===== src/verilog/tgm_map.svh =====
// constants of the timing generator and mode controller
// Behaviour
// internal clocks come from a 2-stage prescaler and a 21-stage divider chain.
// prescaler and divider clear to zero on reset, stop entry and stop release.
// stage seven input follows operating mode, system clock select and divider-seven select.
// slow run and slow doze modes feed low-frequency clock into stage seven.
// warm-up after stop entered from fast run feeds stage seven from stage six.
// software keeps divider-seven select low in single mode or unstable slow oscillator.
// a machine cycle is four states of one main clock period each.
// single mode runs fast oscillator only, frees slow pins, cycle four fast periods.
// after reset the block runs in fast single run.
// idle request enters light doze; any interrupt request returns to run.
// light doze wake takes interrupt when master enable set, else resumes next instruction.
// halt bit enters deep doze: CPU stops, only timebase timer stays clocked.
// deep doze ends on falling edge of the selected timebase source.
// deep doze returns to fast single run, or slow-only run from slow.
// deep doze ignores timebase enable; enabled at entry sets latch on return.
// dual mode main clock is fast in fast modes, slow in slow modes.
// system clock select one goes fast dual to slow dual, zero goes back.
// fast oscillator enable moves between slow dual run and slow-only run.
// software never clears slow oscillator enable during slow dual run.
// slow-only run and slow doze modes stop stage one, so stages one to six.
// fast dual doze acts like light doze and wakes into fast dual run.
// slow doze halts fast oscillator, wakes to slow-only; slow dual doze keeps it.
// stop bit starts stop mode; release method bit picks edge or level release.
// main clock source switches without truncated or glitched pulses.
// mode entry requests take effect only at the end of a machine cycle.
`ifndef TGM_MAP_SVH
`define TGM_MAP_SVH

// divider vector layout: prescaler, stages one to six, stages seven to twenty-one
`define TGM_PRE_W        2
`define TGM_LOW_W        8
`define TGM_HIGH_W       15
`define TGM_DIV_W        23
`define TGM_LOW_RST      8'h00
`define TGM_HIGH_RST     15'h0000
`define TGM_LOW_FULL     8'hFF
// stage twenty-one ends the warm-up after a stop release
`define TGM_WARM_TAP     14
// divider bit index of each timebase source selection
`define TGM_TB_TAP0      22
`define TGM_TB_TAP1      20
`define TGM_TB_TAP2      17
`define TGM_TB_TAP3      15
`define TGM_TB_TAP4      13
`define TGM_TB_TAP5      12
`define TGM_TB_TAP6      11
`define TGM_TB_TAP7      9
// machine cycle has four states
`define TGM_LAST_STATE   2'h3

`endif


===== src/verilog/tgm_pkg.sv =====
// types of the timing generator and mode controller
package tgm_pkg;

  typedef enum logic [3:0] {
    fast_single_run,
    fast_single_doze,
    fast_deep_doze,
    fast_dual_run,
    fast_dual_doze,
    slow_dual_run,
    slow_only_run,
    slow_dual_doze,
    slow_only_doze,
    slow_deep_doze,
    stop_hold,
    stop_warm
  } tgm_mode_t;

endpackage


===== src/verilog/tgm_sync.sv =====
// two-flop synchroniser for pin-side inputs
`timescale 1ns/10ps
`default_nettype none

module tgm_sync #(
  parameter int W = 1
) (
  input  wire logic         i_clk,
  input  wire logic         i_rst,
  input  wire logic [W-1:0] i_d,
  output logic      [W-1:0] o_q
);

  logic [W-1:0] meta_q;

  // first flop feeds only the second
  always_ff @(posedge i_clk) begin
    if (i_rst) begin
      meta_q <= '0;
      o_q    <= '0;
    end else begin
      meta_q <= i_d;
      o_q    <= meta_q;
    end
  end

endmodule

`default_nettype wire


===== src/verilog/tgm_core.sv =====
// timing generator, machine cycle counter and operating mode controller
`timescale 1ns/10ps
`default_nettype none
`include "tgm_map.svh"

module tgm_core (
  input  wire logic        i_clk,
  input  wire logic        i_rst,
  input  wire logic        i_fast_base_clk,
  input  wire logic        i_slow_base_clk,
  input  wire logic        i_stop_pin_n,
  input  wire logic        i_system_clock_select,
  input  wire logic        i_divider_seven_clock_select,
  input  wire logic        i_fast_oscillator_enable,
  input  wire logic        i_slow_oscillator_enable,
  input  wire logic        i_idle_req,
  input  wire logic        i_timing_generator_halt_bit,
  input  wire logic        i_stop_req,
  input  wire logic        i_stop_release_method,
  input  wire logic [2:0]  i_timebase_clock_select,
  input  wire logic        i_timebase_enable,
  input  wire logic        i_master_interrupt_enable,
  input  wire logic        i_timebase_individual_enable,
  input  wire logic        i_int_req,
  input  wire logic        i_timebase_latch_clr,
  output logic [3:0]       o_mode,
  output logic [22:0]      o_divider,
  output logic [1:0]       o_cycle_state,
  output logic             o_cycle_end,
  output logic             o_cpu_clk_en,
  output logic             o_wdt_clk_en,
  output logic             o_periph_clk_en,
  output logic             o_tbt_clk_en,
  output logic             o_fast_osc_on,
  output logic             o_slow_osc_on,
  output logic             o_slow_pins_as_port,
  output logic             o_wake_to_isr,
  output logic             o_wake_to_next,
  output logic             o_timebase_interrupt_latch,
  output logic             o_timebase_irq_service
);

  ////////////////////////////////////////////////////////////////////////////
  // pin synchronisation and base clock edges

  logic [2:0] pins_s;
  logic       fc_p_q;
  logic       fs_p_q;
  logic       stop_p_q;
  logic       fc_tick;
  logic       fs_tick;
  logic       stop_rise;

  tgm_sync #(
    .W (3)
  ) u_sync (
    .i_clk (i_clk),
    .i_rst (i_rst),
    .i_d   ({i_stop_pin_n, i_slow_base_clk, i_fast_base_clk}),
    .o_q   (pins_s)
  );

  // previous synchronised levels for edge detection
  always_ff @(posedge i_clk) begin
    if (i_rst) begin
      fc_p_q   <= 1'b0;
      fs_p_q   <= 1'b0;
      stop_p_q <= 1'b0;
    end else begin
      fc_p_q   <= pins_s[0];
      fs_p_q   <= pins_s[1];
      stop_p_q <= pins_s[2];
    end
  end

  // base clock and stop pin rising edges become one-cycle enables
  assign fc_tick   = pins_s[0] & ~fc_p_q;
  assign fs_tick   = pins_s[1] & ~fs_p_q;
  assign stop_rise = pins_s[2] & ~stop_p_q;

  ////////////////////////////////////////////////////////////////////////////
  // mode classification helpers

  function automatic logic is_slow(input tgm_pkg::tgm_mode_t m);
    is_slow = (m == tgm_pkg::slow_dual_run) || (m == tgm_pkg::slow_only_run) ||
              (m == tgm_pkg::slow_dual_doze) || (m == tgm_pkg::slow_only_doze) ||
              (m == tgm_pkg::slow_deep_doze);
  endfunction

  function automatic logic low_stopped(input tgm_pkg::tgm_mode_t m);
    low_stopped = (m == tgm_pkg::slow_only_run) || (m == tgm_pkg::slow_dual_doze) ||
                  (m == tgm_pkg::slow_only_doze) || (m == tgm_pkg::slow_deep_doze);
  endfunction

  function automatic logic tb_tap(input logic [22:0] d, input logic [2:0] s);
    unique case (s)
      3'h0: tb_tap = d[`TGM_TB_TAP0];
      3'h1: tb_tap = d[`TGM_TB_TAP1];
      3'h2: tb_tap = d[`TGM_TB_TAP2];
      3'h3: tb_tap = d[`TGM_TB_TAP3];
      3'h4: tb_tap = d[`TGM_TB_TAP4];
      3'h5: tb_tap = d[`TGM_TB_TAP5];
      3'h6: tb_tap = d[`TGM_TB_TAP6];
      3'h7: tb_tap = d[`TGM_TB_TAP7];
    endcase
  endfunction

  ////////////////////////////////////////////////////////////////////////////
  // prescaler and divider chain

  tgm_pkg::tgm_mode_t mode_q;
  tgm_pkg::tgm_mode_t mode_d;
  logic [7:0]  low_q;
  logic [7:0]  low_d;
  logic [14:0] high_q;
  logic [14:0] high_d;
  logic        div_clr;
  logic        low_en;
  logic        low_carry;
  logic        high_en;
  logic        warm_from_fast_q;
  logic        warm_from_fast_d;

  assign low_en    = fc_tick & ~low_stopped(mode_q) & (mode_q != tgm_pkg::stop_hold);
  assign low_carry = low_en & (low_q == `TGM_LOW_FULL);

  // stage seven input selection
  always_comb begin
    if (mode_q == tgm_pkg::stop_hold) begin
      high_en = 1'b0;
    end else if (is_slow(mode_q)) begin
      high_en = fs_tick;
    end else if (mode_q == tgm_pkg::stop_warm && warm_from_fast_q) begin
      high_en = low_carry;
    end else if (i_divider_seven_clock_select) begin
      high_en = fs_tick;
    end else begin
      high_en = low_carry;
    end
  end

  // counting stages, cleared together
  always_comb begin
    low_d  = low_q;
    high_d = high_q;
    if (div_clr) begin
      low_d  = `TGM_LOW_RST;
      high_d = `TGM_HIGH_RST;
    end else begin
      if (low_en) begin
        low_d = low_q + 8'h01;
      end
      if (high_en) begin
        high_d = high_q + 15'h0001;
      end
    end
  end

  always_ff @(posedge i_clk) begin
    if (i_rst) begin
      low_q  <= `TGM_LOW_RST;
      high_q <= `TGM_HIGH_RST;
    end else begin
      low_q  <= low_d;
      high_q <= high_d;
    end
  end

  ////////////////////////////////////////////////////////////////////////////
  // main system clock and machine cycle

  logic       main_tick;
  logic [1:0] st_q;
  logic [1:0] st_d;
  logic       cyc_end;

  // source follows the mode, which leaves a run mode only on a cycle boundary
  assign main_tick = (mode_q == tgm_pkg::stop_hold || mode_q == tgm_pkg::stop_warm) ? 1'b0 :
                     (is_slow(mode_q) ? fs_tick : fc_tick);
  assign cyc_end   = main_tick & (st_q == `TGM_LAST_STATE);

  always_comb begin
    st_d = st_q;
    if (div_clr) begin
      st_d = 2'h0;
    end else if (main_tick) begin
      st_d = st_q + 2'h1;
    end
  end

  always_ff @(posedge i_clk) begin
    if (i_rst) begin
      st_q <= 2'h0;
    end else begin
      st_q <= st_d;
    end
  end

  ////////////////////////////////////////////////////////////////////////////
  // operating mode state machine

  logic tap_p_q;
  logic tap_fall;
  logic tb_at_entry_q;
  logic tb_at_entry_d;
  logic latch_q;
  logic latch_d;
  logic light_wake;
  logic deep_wake;
  logic release_hit;
  logic warm_done;

  assign tap_fall    = tap_p_q & ~tb_tap({high_q, low_q}, i_timebase_clock_select);
  assign release_hit = i_stop_release_method ? pins_s[2] : stop_rise;
  assign warm_done   = high_q[`TGM_WARM_TAP];

  always_comb begin
    mode_d           = mode_q;
    div_clr          = 1'b0;
    light_wake       = 1'b0;
    deep_wake        = 1'b0;
    tb_at_entry_d    = tb_at_entry_q;
    warm_from_fast_d = warm_from_fast_q;
    unique case (mode_q)
      tgm_pkg::fast_single_run, tgm_pkg::fast_dual_run,
      tgm_pkg::slow_dual_run, tgm_pkg::slow_only_run: begin
        if (cyc_end) begin
          if (i_stop_req) begin
            mode_d           = tgm_pkg::stop_hold;
            div_clr          = 1'b1;
            warm_from_fast_d = ~is_slow(mode_q);
          end else if (i_timing_generator_halt_bit) begin
            mode_d        = is_slow(mode_q) ? tgm_pkg::slow_deep_doze :
                                              tgm_pkg::fast_deep_doze;
            tb_at_entry_d = i_timebase_enable;
          end else if (i_idle_req) begin
            unique case (mode_q)
              tgm_pkg::fast_single_run: mode_d = tgm_pkg::fast_single_doze;
              tgm_pkg::fast_dual_run:   mode_d = tgm_pkg::fast_dual_doze;
              tgm_pkg::slow_dual_run:   mode_d = tgm_pkg::slow_dual_doze;
              default:                  mode_d = tgm_pkg::slow_only_doze;
            endcase
          end else if (mode_q == tgm_pkg::fast_single_run) begin
            if (i_slow_oscillator_enable) begin
              mode_d = tgm_pkg::fast_dual_run;
            end
          end else if (mode_q == tgm_pkg::fast_dual_run) begin
            if (i_system_clock_select) begin
              mode_d = tgm_pkg::slow_dual_run;
            end else if (!i_slow_oscillator_enable) begin
              mode_d = tgm_pkg::fast_single_run;
            end
          end else if (mode_q == tgm_pkg::slow_dual_run) begin
            if (!i_fast_oscillator_enable) begin
              mode_d = tgm_pkg::slow_only_run;
            end else if (!i_system_clock_select) begin
              mode_d = tgm_pkg::fast_dual_run;
            end
          end else if (i_fast_oscillator_enable) begin
            mode_d = tgm_pkg::slow_dual_run;
          end
        end
      end
      tgm_pkg::fast_single_doze: begin
        if (i_int_req) begin
          mode_d     = tgm_pkg::fast_single_run;
          light_wake = 1'b1;
        end
      end
      tgm_pkg::fast_dual_doze: begin
        if (i_int_req) begin
          mode_d     = tgm_pkg::fast_dual_run;
          light_wake = 1'b1;
        end
      end
      tgm_pkg::slow_dual_doze, tgm_pkg::slow_only_doze: begin
        if (i_int_req) begin
          mode_d     = tgm_pkg::slow_only_run;
          light_wake = 1'b1;
        end
      end
      tgm_pkg::fast_deep_doze, tgm_pkg::slow_deep_doze: begin
        if (tap_fall) begin
          mode_d    = (mode_q == tgm_pkg::slow_deep_doze) ? tgm_pkg::slow_only_run :
                                                            tgm_pkg::fast_single_run;
          deep_wake = 1'b1;
        end
      end
      tgm_pkg::stop_hold: begin
        if (release_hit) begin
          mode_d  = tgm_pkg::stop_warm;
          div_clr = 1'b1;
        end
      end
      tgm_pkg::stop_warm: begin
        if (warm_done) begin
          mode_d = warm_from_fast_q ? tgm_pkg::fast_single_run : tgm_pkg::slow_only_run;
        end
      end
      default: begin
        mode_d = tgm_pkg::fast_single_run;
      end
    endcase
  end

  // timebase latch: a new set wins over a clear in the same cycle
  always_comb begin
    latch_d = latch_q;
    if (i_timebase_latch_clr) begin
      latch_d = 1'b0;
    end
    if (deep_wake && tb_at_entry_q) begin
      latch_d = 1'b1;
    end
  end

  always_ff @(posedge i_clk) begin
    if (i_rst) begin
      mode_q           <= tgm_pkg::fast_single_run;
      tb_at_entry_q    <= 1'b0;
      warm_from_fast_q <= 1'b0;
      latch_q          <= 1'b0;
      tap_p_q          <= 1'b0;
    end else begin
      mode_q           <= mode_d;
      tb_at_entry_q    <= tb_at_entry_d;
      warm_from_fast_q <= warm_from_fast_d;
      latch_q          <= latch_d;
      tap_p_q          <= tb_tap({high_q, low_q}, i_timebase_clock_select);
    end
  end

  ////////////////////////////////////////////////////////////////////////////
  // registered outputs

  logic cpu_run;
  logic deep;
  logic stopped;
  logic fast_on;
  logic slow_on;

  assign cpu_run = (mode_q == tgm_pkg::fast_single_run) || (mode_q == tgm_pkg::fast_dual_run) ||
                   (mode_q == tgm_pkg::slow_dual_run) || (mode_q == tgm_pkg::slow_only_run);
  assign deep    = (mode_q == tgm_pkg::fast_deep_doze) || (mode_q == tgm_pkg::slow_deep_doze);
  assign stopped = (mode_q == tgm_pkg::stop_hold) || (mode_q == tgm_pkg::stop_warm);
  // fast oscillator off in slow-only modes, in slow deep doze and in stop hold
  assign fast_on = ~(low_stopped(mode_q) && mode_q != tgm_pkg::slow_dual_doze) &
                   (mode_q != tgm_pkg::stop_hold);
  // slow oscillator runs outside single-clock operation, except in fast deep doze, stop hold and warm-up from fast
  assign slow_on = (mode_q != tgm_pkg::fast_single_run) && (mode_q != tgm_pkg::fast_single_doze) &&
                   (mode_q != tgm_pkg::fast_deep_doze) && (mode_q != tgm_pkg::stop_hold) &&
                   ~(mode_q == tgm_pkg::stop_warm && warm_from_fast_q);

  always_ff @(posedge i_clk) begin
    if (i_rst) begin
      o_mode                     <= 4'h0;
      o_divider                  <= 23'h000000;
      o_cycle_state              <= 2'h0;
      o_cycle_end                <= 1'b0;
      o_cpu_clk_en               <= 1'b0;
      o_wdt_clk_en               <= 1'b0;
      o_periph_clk_en            <= 1'b0;
      o_tbt_clk_en               <= 1'b0;
      o_fast_osc_on              <= 1'b1;
      o_slow_osc_on              <= 1'b0;
      o_slow_pins_as_port        <= 1'b1;
      o_wake_to_isr              <= 1'b0;
      o_wake_to_next             <= 1'b0;
      o_timebase_interrupt_latch <= 1'b0;
      o_timebase_irq_service     <= 1'b0;
    end else begin
      o_mode                     <= mode_q;
      o_divider                  <= {high_q, low_q};
      o_cycle_state              <= st_q;
      o_cycle_end                <= cyc_end;
      o_cpu_clk_en               <= main_tick & cpu_run;
      o_wdt_clk_en               <= main_tick & cpu_run;
      o_periph_clk_en            <= main_tick & ~deep & ~stopped;
      o_tbt_clk_en               <= main_tick & ~stopped;
      o_fast_osc_on              <= fast_on;
      o_slow_osc_on              <= slow_on;
      o_slow_pins_as_port        <= ~slow_on;
      o_wake_to_isr              <= light_wake & i_master_interrupt_enable;
      o_wake_to_next             <= light_wake & ~i_master_interrupt_enable;
      o_timebase_interrupt_latch <= latch_d;
      o_timebase_irq_service     <= latch_d & i_master_interrupt_enable &
                                    i_timebase_individual_enable & i_timebase_enable;
    end
  end

endmodule

`default_nettype wire


===== config.mk =====
export PLATFORM = sky130hd
export DESIGN_NAME = tgm_core
export DESIGN_NICKNAME = d
export VERILOG_FILES = /design/src/verilog/tgm_pkg.sv /design/src/verilog/tgm_sync.sv /design/src/verilog/tgm_core.sv
export VERILOG_INCLUDE_DIRS = /design/src /design/src/verilog
export SDC_FILE = /design/constraint.sdc
export NUM_CORES = 1
export LEC_CHECK = 0
export BUFFER_PORTS_ARGS = -buffer_cell sky130_fd_sc_hd__buf_2
export CORE_MARGIN = 2
export CORE_UTILIZATION = 50
export DETAILED_ROUTE_END_ITERATION = 8
export PLACE_DENSITY = 0.72
export RECOVER_POWER = 50
export SETUP_SLACK_MARGIN = 0.2
export SYNTH_ARGS = -nofsm -noshare
export SYNTH_HDL_FRONTEND = slang
export SYNTH_HIERARCHICAL = 1
export SYNTH_SLANG_ARGS = --single-unit
export TNS_END_PERCENT = 1

===== constraint.sdc =====
create_clock -name i_clk -period 2.2 [get_ports i_clk]
set_clock_uncertainty 0.15 [all_clocks]
set_input_delay 0 -clock i_clk [delete_from_list [all_inputs] [get_ports i_clk]]
set_output_delay 0 -clock i_clk [all_outputs]
set_load 0.005 [all_outputs]

# After elaboration in Yosys (flattened, before gate mapping)
# Index checks and enable logic that the tools add are counted.
dict set report totals {
  reg_bits 81
  latch_bits 0
  ramBits 0
  rom_bits 0
  input_bits 21
  out_inout_bits 41
  elab_cells 167
  memories 0
}
dict set report classes {
  addsub 3
  multipliers 0
  n_div 0
  magnitude_cmp 0
  n_eq_ne 35
  shifts 0
  n_mux 42
  bitwise_logic 31
  reduce_logical 30
}
# cell n
set op_table {}
lappend op_table {{4-bit two-way mux} 20}
lappend op_table {{4-bit one-hot mux with 7 select lines} 1}
lappend op_table {{1-bit AND} 18}
lappend op_table {{4-bit by 3-bit equality test with 1-bit output (second input constant)} 4}
lappend op_table {{4-bit equality test (second input constant)} 4}
lappend op_table {{1-bit two-way mux} 16}
lappend op_table {{8-bit != test (second input constant)} 2}
lappend op_table {{15-bit by 1-bit adder with 15-bit output (second input constant)} 1}
lappend op_table {{2-bit != test (second input constant)} 7}
lappend op_table {{1-bit inverter} 13}
lappend op_table {{3-bit equality test (second input constant)} 4}
lappend op_table {{1-bit logical OR} 12}
lappend op_table {{4-bit one-hot mux with 3 select lines} 1}
lappend op_table {{11-bit AND reduction} 1}
lappend op_table {{9-bit != test (second input constant)} 1}
lappend op_table {{8-bit by 1-bit adder with 8-bit output (second input constant)} 1}
lappend op_table {{4-bit by 2-bit equality test with 1-bit output (second input constant)} 2}
lappend op_table {{8-bit equality test (second input constant)} 1}
lappend op_table {{1-bit one-hot mux with 8 select lines} 1}
lappend op_table {{4-bit OR reduction} 2}
lappend op_table {{1-bit logical AND} 7}
lappend op_table {{3-bit by 2-bit equality test with 1-bit output (second input constant)} 2}
lappend op_table {{3-bit two-way mux} 2}
lappend op_table {{6-bit != test (second input constant)} 1}
lappend op_table {{other kinds (15)} 17}

# Longest topological paths before layout
dict set report logic_depth {
  word_depth 12
  mapped_depth 10
}

# Cells and area by module
# The synthesis kept the hierarchy.
# mod instances cells_each area_per_inst_um2 seq_area_each_um2
set modules_own_cells {}
lappend modules_own_cells {tgm_core 1 368 3403.3 1501.4}
lappend modules_own_cells {tgm_sync 1 12 157.7 120.1}

# Worst setup path after synthesis
# OpenSTA, ideal clock, no wires.
dict set report synth_timing {
  path_kind {register to register}
  from {register mode_q[1]}
  to {register high_q[11]}
  setup_ps 66
  t_arrival_ps 1847
  path_slack_ps 137
  path_stages_with_launch 8
  synth_period_minus_slack_ps 2063
  cell_sequence {dfxtp_1 -> buf_6 -> or2_1 -> mux2i_2 -> o22ai_4 -> mux2i_4 -> or4_4 -> a21oi_2}
}
dict set report synth_between {
  elab_chain_len 12
}
# element line_no
set synth_rtl {}
lappend synth_rtl {{start, declared} tgm_core.sv:111} ;# tgm_pkg::tgm_mode_t mode_q;
lappend synth_rtl {{start signal, assigned} tgm_core.sv:319} ;# mode_q <= tgm_pkg::fast_single_run;
lappend synth_rtl {{start signal, assigned} tgm_core.sv:325} ;# mode_q <= mode_d;
lappend synth_rtl {{4-bit by 3-bit equality test with 1-bit output (on tied branches)} --}
lappend synth_rtl {{1-bit logical OR (2 in series)} tgm_core.sv:91} ;# low_stopped = (m == tgm_pkg::slow_only_run) || (m == tgm_pkg::slow_dual_doze) ||
lappend synth_rtl {{1-bit logical OR} tgm_core.sv:92} ;# (m == tgm_pkg::slow_only_doze) || (m == tgm_pkg::slow_deep_doze);
lappend synth_rtl {{1-bit inverter} tgm_core.sv:124} ;# assign low_en = fc_tick & ~low_stopped(mode_q) & (mode_q != tgm_pkg::stop_hold);
lappend synth_rtl {{1-bit AND (2 in series)} tgm_core.sv:124}
lappend synth_rtl {{1-bit AND} tgm_core.sv:125} ;# assign low_carry = low_en & (low_q == `TGM_LOW_FULL);
lappend synth_rtl {{1-bit two-way mux} tgm_core.sv:135} ;# end else if (i_divider_seven_clock_select) begin
lappend synth_rtl {{1-bit two-way mux} tgm_core.sv:133} ;# end else if (mode_q == tgm_pkg::stop_warm && warm_from_fast_q) begin
lappend synth_rtl {{1-bit two-way mux} tgm_core.sv:131} ;# end else if (is_slow(mode_q)) begin
lappend synth_rtl {{1-bit two-way mux} tgm_core.sv:129} ;# if (mode_q == tgm_pkg::stop_hold) begin
lappend synth_rtl {{end signal, assigned} tgm_core.sv:162} ;# high_q <= `TGM_HIGH_RST;
lappend synth_rtl {{end signal, assigned} tgm_core.sv:165} ;# high_q <= high_d;
lappend synth_rtl {{end, declared} tgm_core.sv:115} ;# logic [14:0] high_q;
# Parallel ways exist; a longest one is shown, timed or not.
# A chain may end at the register's enable or synchronous reset.

# Final worst setup path
dict set report layout_timing {
  from {register mode_q[1]}
  to {register high_q[3]}
}
# Same word-level chain as after synthesis.

==> impl_metrics.json <==
{
  "status": "finished, final reports clean",
  "diodes": 0,
  "yosysWarnings": 6,
  "design.core.area_um2": 6830,
  "cts_tree": "yes",
  "via_count": 3194,
  "crit_end": "high_q[3]",
  "drv_cap": 0,
  "grt_usage_pct": 23.3,
  "clkTransAtPathRegs_ps": 80,
  "layout_common_cells": "77 x dfxtp_1, 42 x buf_2, 39 x buf_4, 37 x nor2b_1, 31 x nor2_1",
  "dp_cells": 551,
  "cts_buffers": 9,
  "grt_start_max_net_pins": 48,
  "r2r-end": "high_q[3]",
  "place_congestion": 0.941,
  "portBuffers": 61,
  "max_freq_mhz": 483,
  "maxSlewViolCount": 0,
  "grt_pass1_vias": 3026,
  "firstDrtPassIters": 4,
  "min-delay-path-class": "input pin to flop",
  "fin_crit_sh_pct": 94.2,
  "antenna_found_initial": 0,
  "die-area_um2": 7810,
  "clock_tree.buffer_depth": 2,
  "synth-seq-cells": 81,
  "drive_above_1_share_pct": 28.4,
  "endpoint_kind": "flop",
  "synth_area_um2": 3560,
  "initial_core_util_pct": 52.1,
  "clk_latency_ps": 350,
  "hold_viol_final": 0,
  "p_per_area_nw_per_um2": 881,
  "p_seq_share_pct": 38.4,
  "area_delta_synth_final_pct": 32.1,
  "switchingPower_w": 0.00118,
  "syn_nets": 404,
  "dieWidth_um": 88.4,
  "fin_ws_ps": 128,
  "synthCells": 380,
  "startpoint": "mode_q[1]",
  "die_y_um": 88.4,
  "yosysSeqAreaShare_pct": 45.5,
  "crit_required_ps": 2330,
  "fin_crit_ps": 2070,
  "maxSlewHeadroom_pct": 68.0,
  "p_comb_share_pct": 30.4,
  "cp.arrival_ps": 2200,
  "pre_cts_slack_ps": -46.2,
  "rsz0062_at_grt": "yes",
  "grt_pass1_wl_mm": 13.9,
  "p_int_w": 0.00297,
  "r2r_cells": 8,
  "power.total_w": 0.00414,
  "synth_edf_count": 0,
  "sw_frac_of_total_pct": 28.4,
  "p_leak_nw": 1.90,
  "ys_async_sr_fraction_pct": 0,
  "drt_iter0_drc": 174,
  "r2r-start": "mode_q[1]",
  "synth_ff_type": "dfxtp_1",
  "ioPinCount": 62,
  "cp-start-kind": "flop",
  "worstMarginPinSlew_ps": 481,
  "setup_viol": 0,
  "layout.nets": 509,
  "cts_root_buf": "clkbuf_8",
  "ff2ff_setup_slack_ps": 130,
  "ant_nets": 0,
  "layout_commonest_cell": "dfxtp_1",
  "drc": 0,
  "clock_sinks": 81,
  "htreeDepth": 3,
  "crit_type": "flop to flop",
  "hold_depth": 5,
  "num_rows": 30,
  "clkPwrFrac_pct": 31.2,
  "stdcell_count": 586,
  "dp_hpwl_mm": 5.72,
  "avgRoutedWirePerCell_um": 14.6,
  "synth_cell_types": 65,
  "drt_wl_total_mm": 8.57,
  "worstPathMaxFanout": 18,
  "syn_area_per_cell_um2": 9.37,
  "max-vdd-ir-drop_uv": 460,
  "vias_per_cell": 5.45,
  "grt-ovfl-total": 0
}
-- worst min path at each step --
stage,from,end,slack [ps]
2_1_floorplan,i_rst,u_sync/meta_q[0],-80
3_3_place_gp,i_master_interrupt_enable,o_wake_to_next,40
3_5_place_dp,i_master_interrupt_enable,o_wake_to_next,40
4_1_cts,i_stop_req,warm_from_fast_q,20
5_1_grt,i_timing_generator_halt_bit,tb_at_entry_q,80
6_report,i_stop_req,warm_from_fast_q,60
-- what timing repair did --
action / in CTS / in global routing
pin swaps: 4 / 3
hold endpoints to repair: 13 / 0
setup endpoints to repair: 33 / 32
cloned: 2 / 0
hold buffers: 10 / 0
gates resized for setup: 21 / 8
buffers inserted: 6 / 1
-- cells in the mapped netlist (all sizes together) (6+ instances only) --
cell | count | share of area (%)
clkbuf | 6 | 0.63
mux2i | 11 | 3.5
dfxtp | 81 | 46
inv | 12 | 1.3
nand2 | 17 | 1.9
nor2 | 31 | 3.3
xor2 | 7 | 1.7
nor2b | 38 | 6.7
o21ai | 15 | 2.2
nor3 | 9 | 1.4
nand2b | 12 | 2.3
buf | 18 | 3.8
or3 | 11 | 1.9
a21oi | 24 | 3.5
nand3 | 7 | 0.98
nand4 | 10 | 1.8
o31ai | 8 | 1.7
-- critical path, stage by stage (launching register included) --
cell	delay [ps]
dfxtp_4	380
buf_6	140
and2_4	160
o211a_1	150
and4_4	230
mux2i_4	120
buf_12	180
or3_1	360
a21oi_2	140
-- state kept, by name, indices dropped and copies added (netlist names), 3 cells and up --
name	count
high_q	15
o_divider	23
u_sync/meta_q	3
low_q	8
mode_q	4
o_mode	4
u_sync/o_q	3
-- per-stage QoR --
step	instance area, µm²	setup TNS, ps	hold WS, ps	utilization (%)
after floorplan	3560	0	-78.4	-
after global routing	4700	0	77.2	68.8
after global placement	4170	0	40.6	61.0
final	4700	0	62.4	68.8
after CTS	4680	0	23.1	68.6
after detailed placement	4170	-207	43.1	61.0
-- per-layer routing --
metal / wire length (µm) / vias to the layer above / global-route usage [%]
met2: 4190 / 115 / 40.1
met3: 429 / 22 / 4.85
met4: 257 / 0 / 10.7
met5: 0 / - / 0
li1: - / 1553 / -
met1: 3690 / 1504 / 27.8
-- power groups by stage --
stage          registers, W  logic (W)  clock network (W)
6_report            0.00159    0.00126            0.00129
5_1_grt             0.00160    0.00135            0.00140
4_1_cts             0.00159    0.00120            0.00133
3_5_place_dp        0.00161    0.00107                  0
3_3_place_gp        0.00161    0.00107                  0
2_1_floorplan       0.00160   0.000703                  0
-- cell families after synthesis --
group | synth area share, %
simple gates | 25.6
compound gates | 13.3
buf+inv | 5.66
xor+xnor | 3.37
flops | 45.5
fa+ha+maj | 1.05
mux | 5.45
-- cell type report --
cell class                 count  area (µm²)
inverter                      12        45.0
fill                         558        2130
sequential                    81        1640
timing repair buffer         118         837
multi-input combinational    263        1820
tap                           96         120
clock inverter                 6         115
clock buffer                  10         128
(Power assumes the default switching activity.)
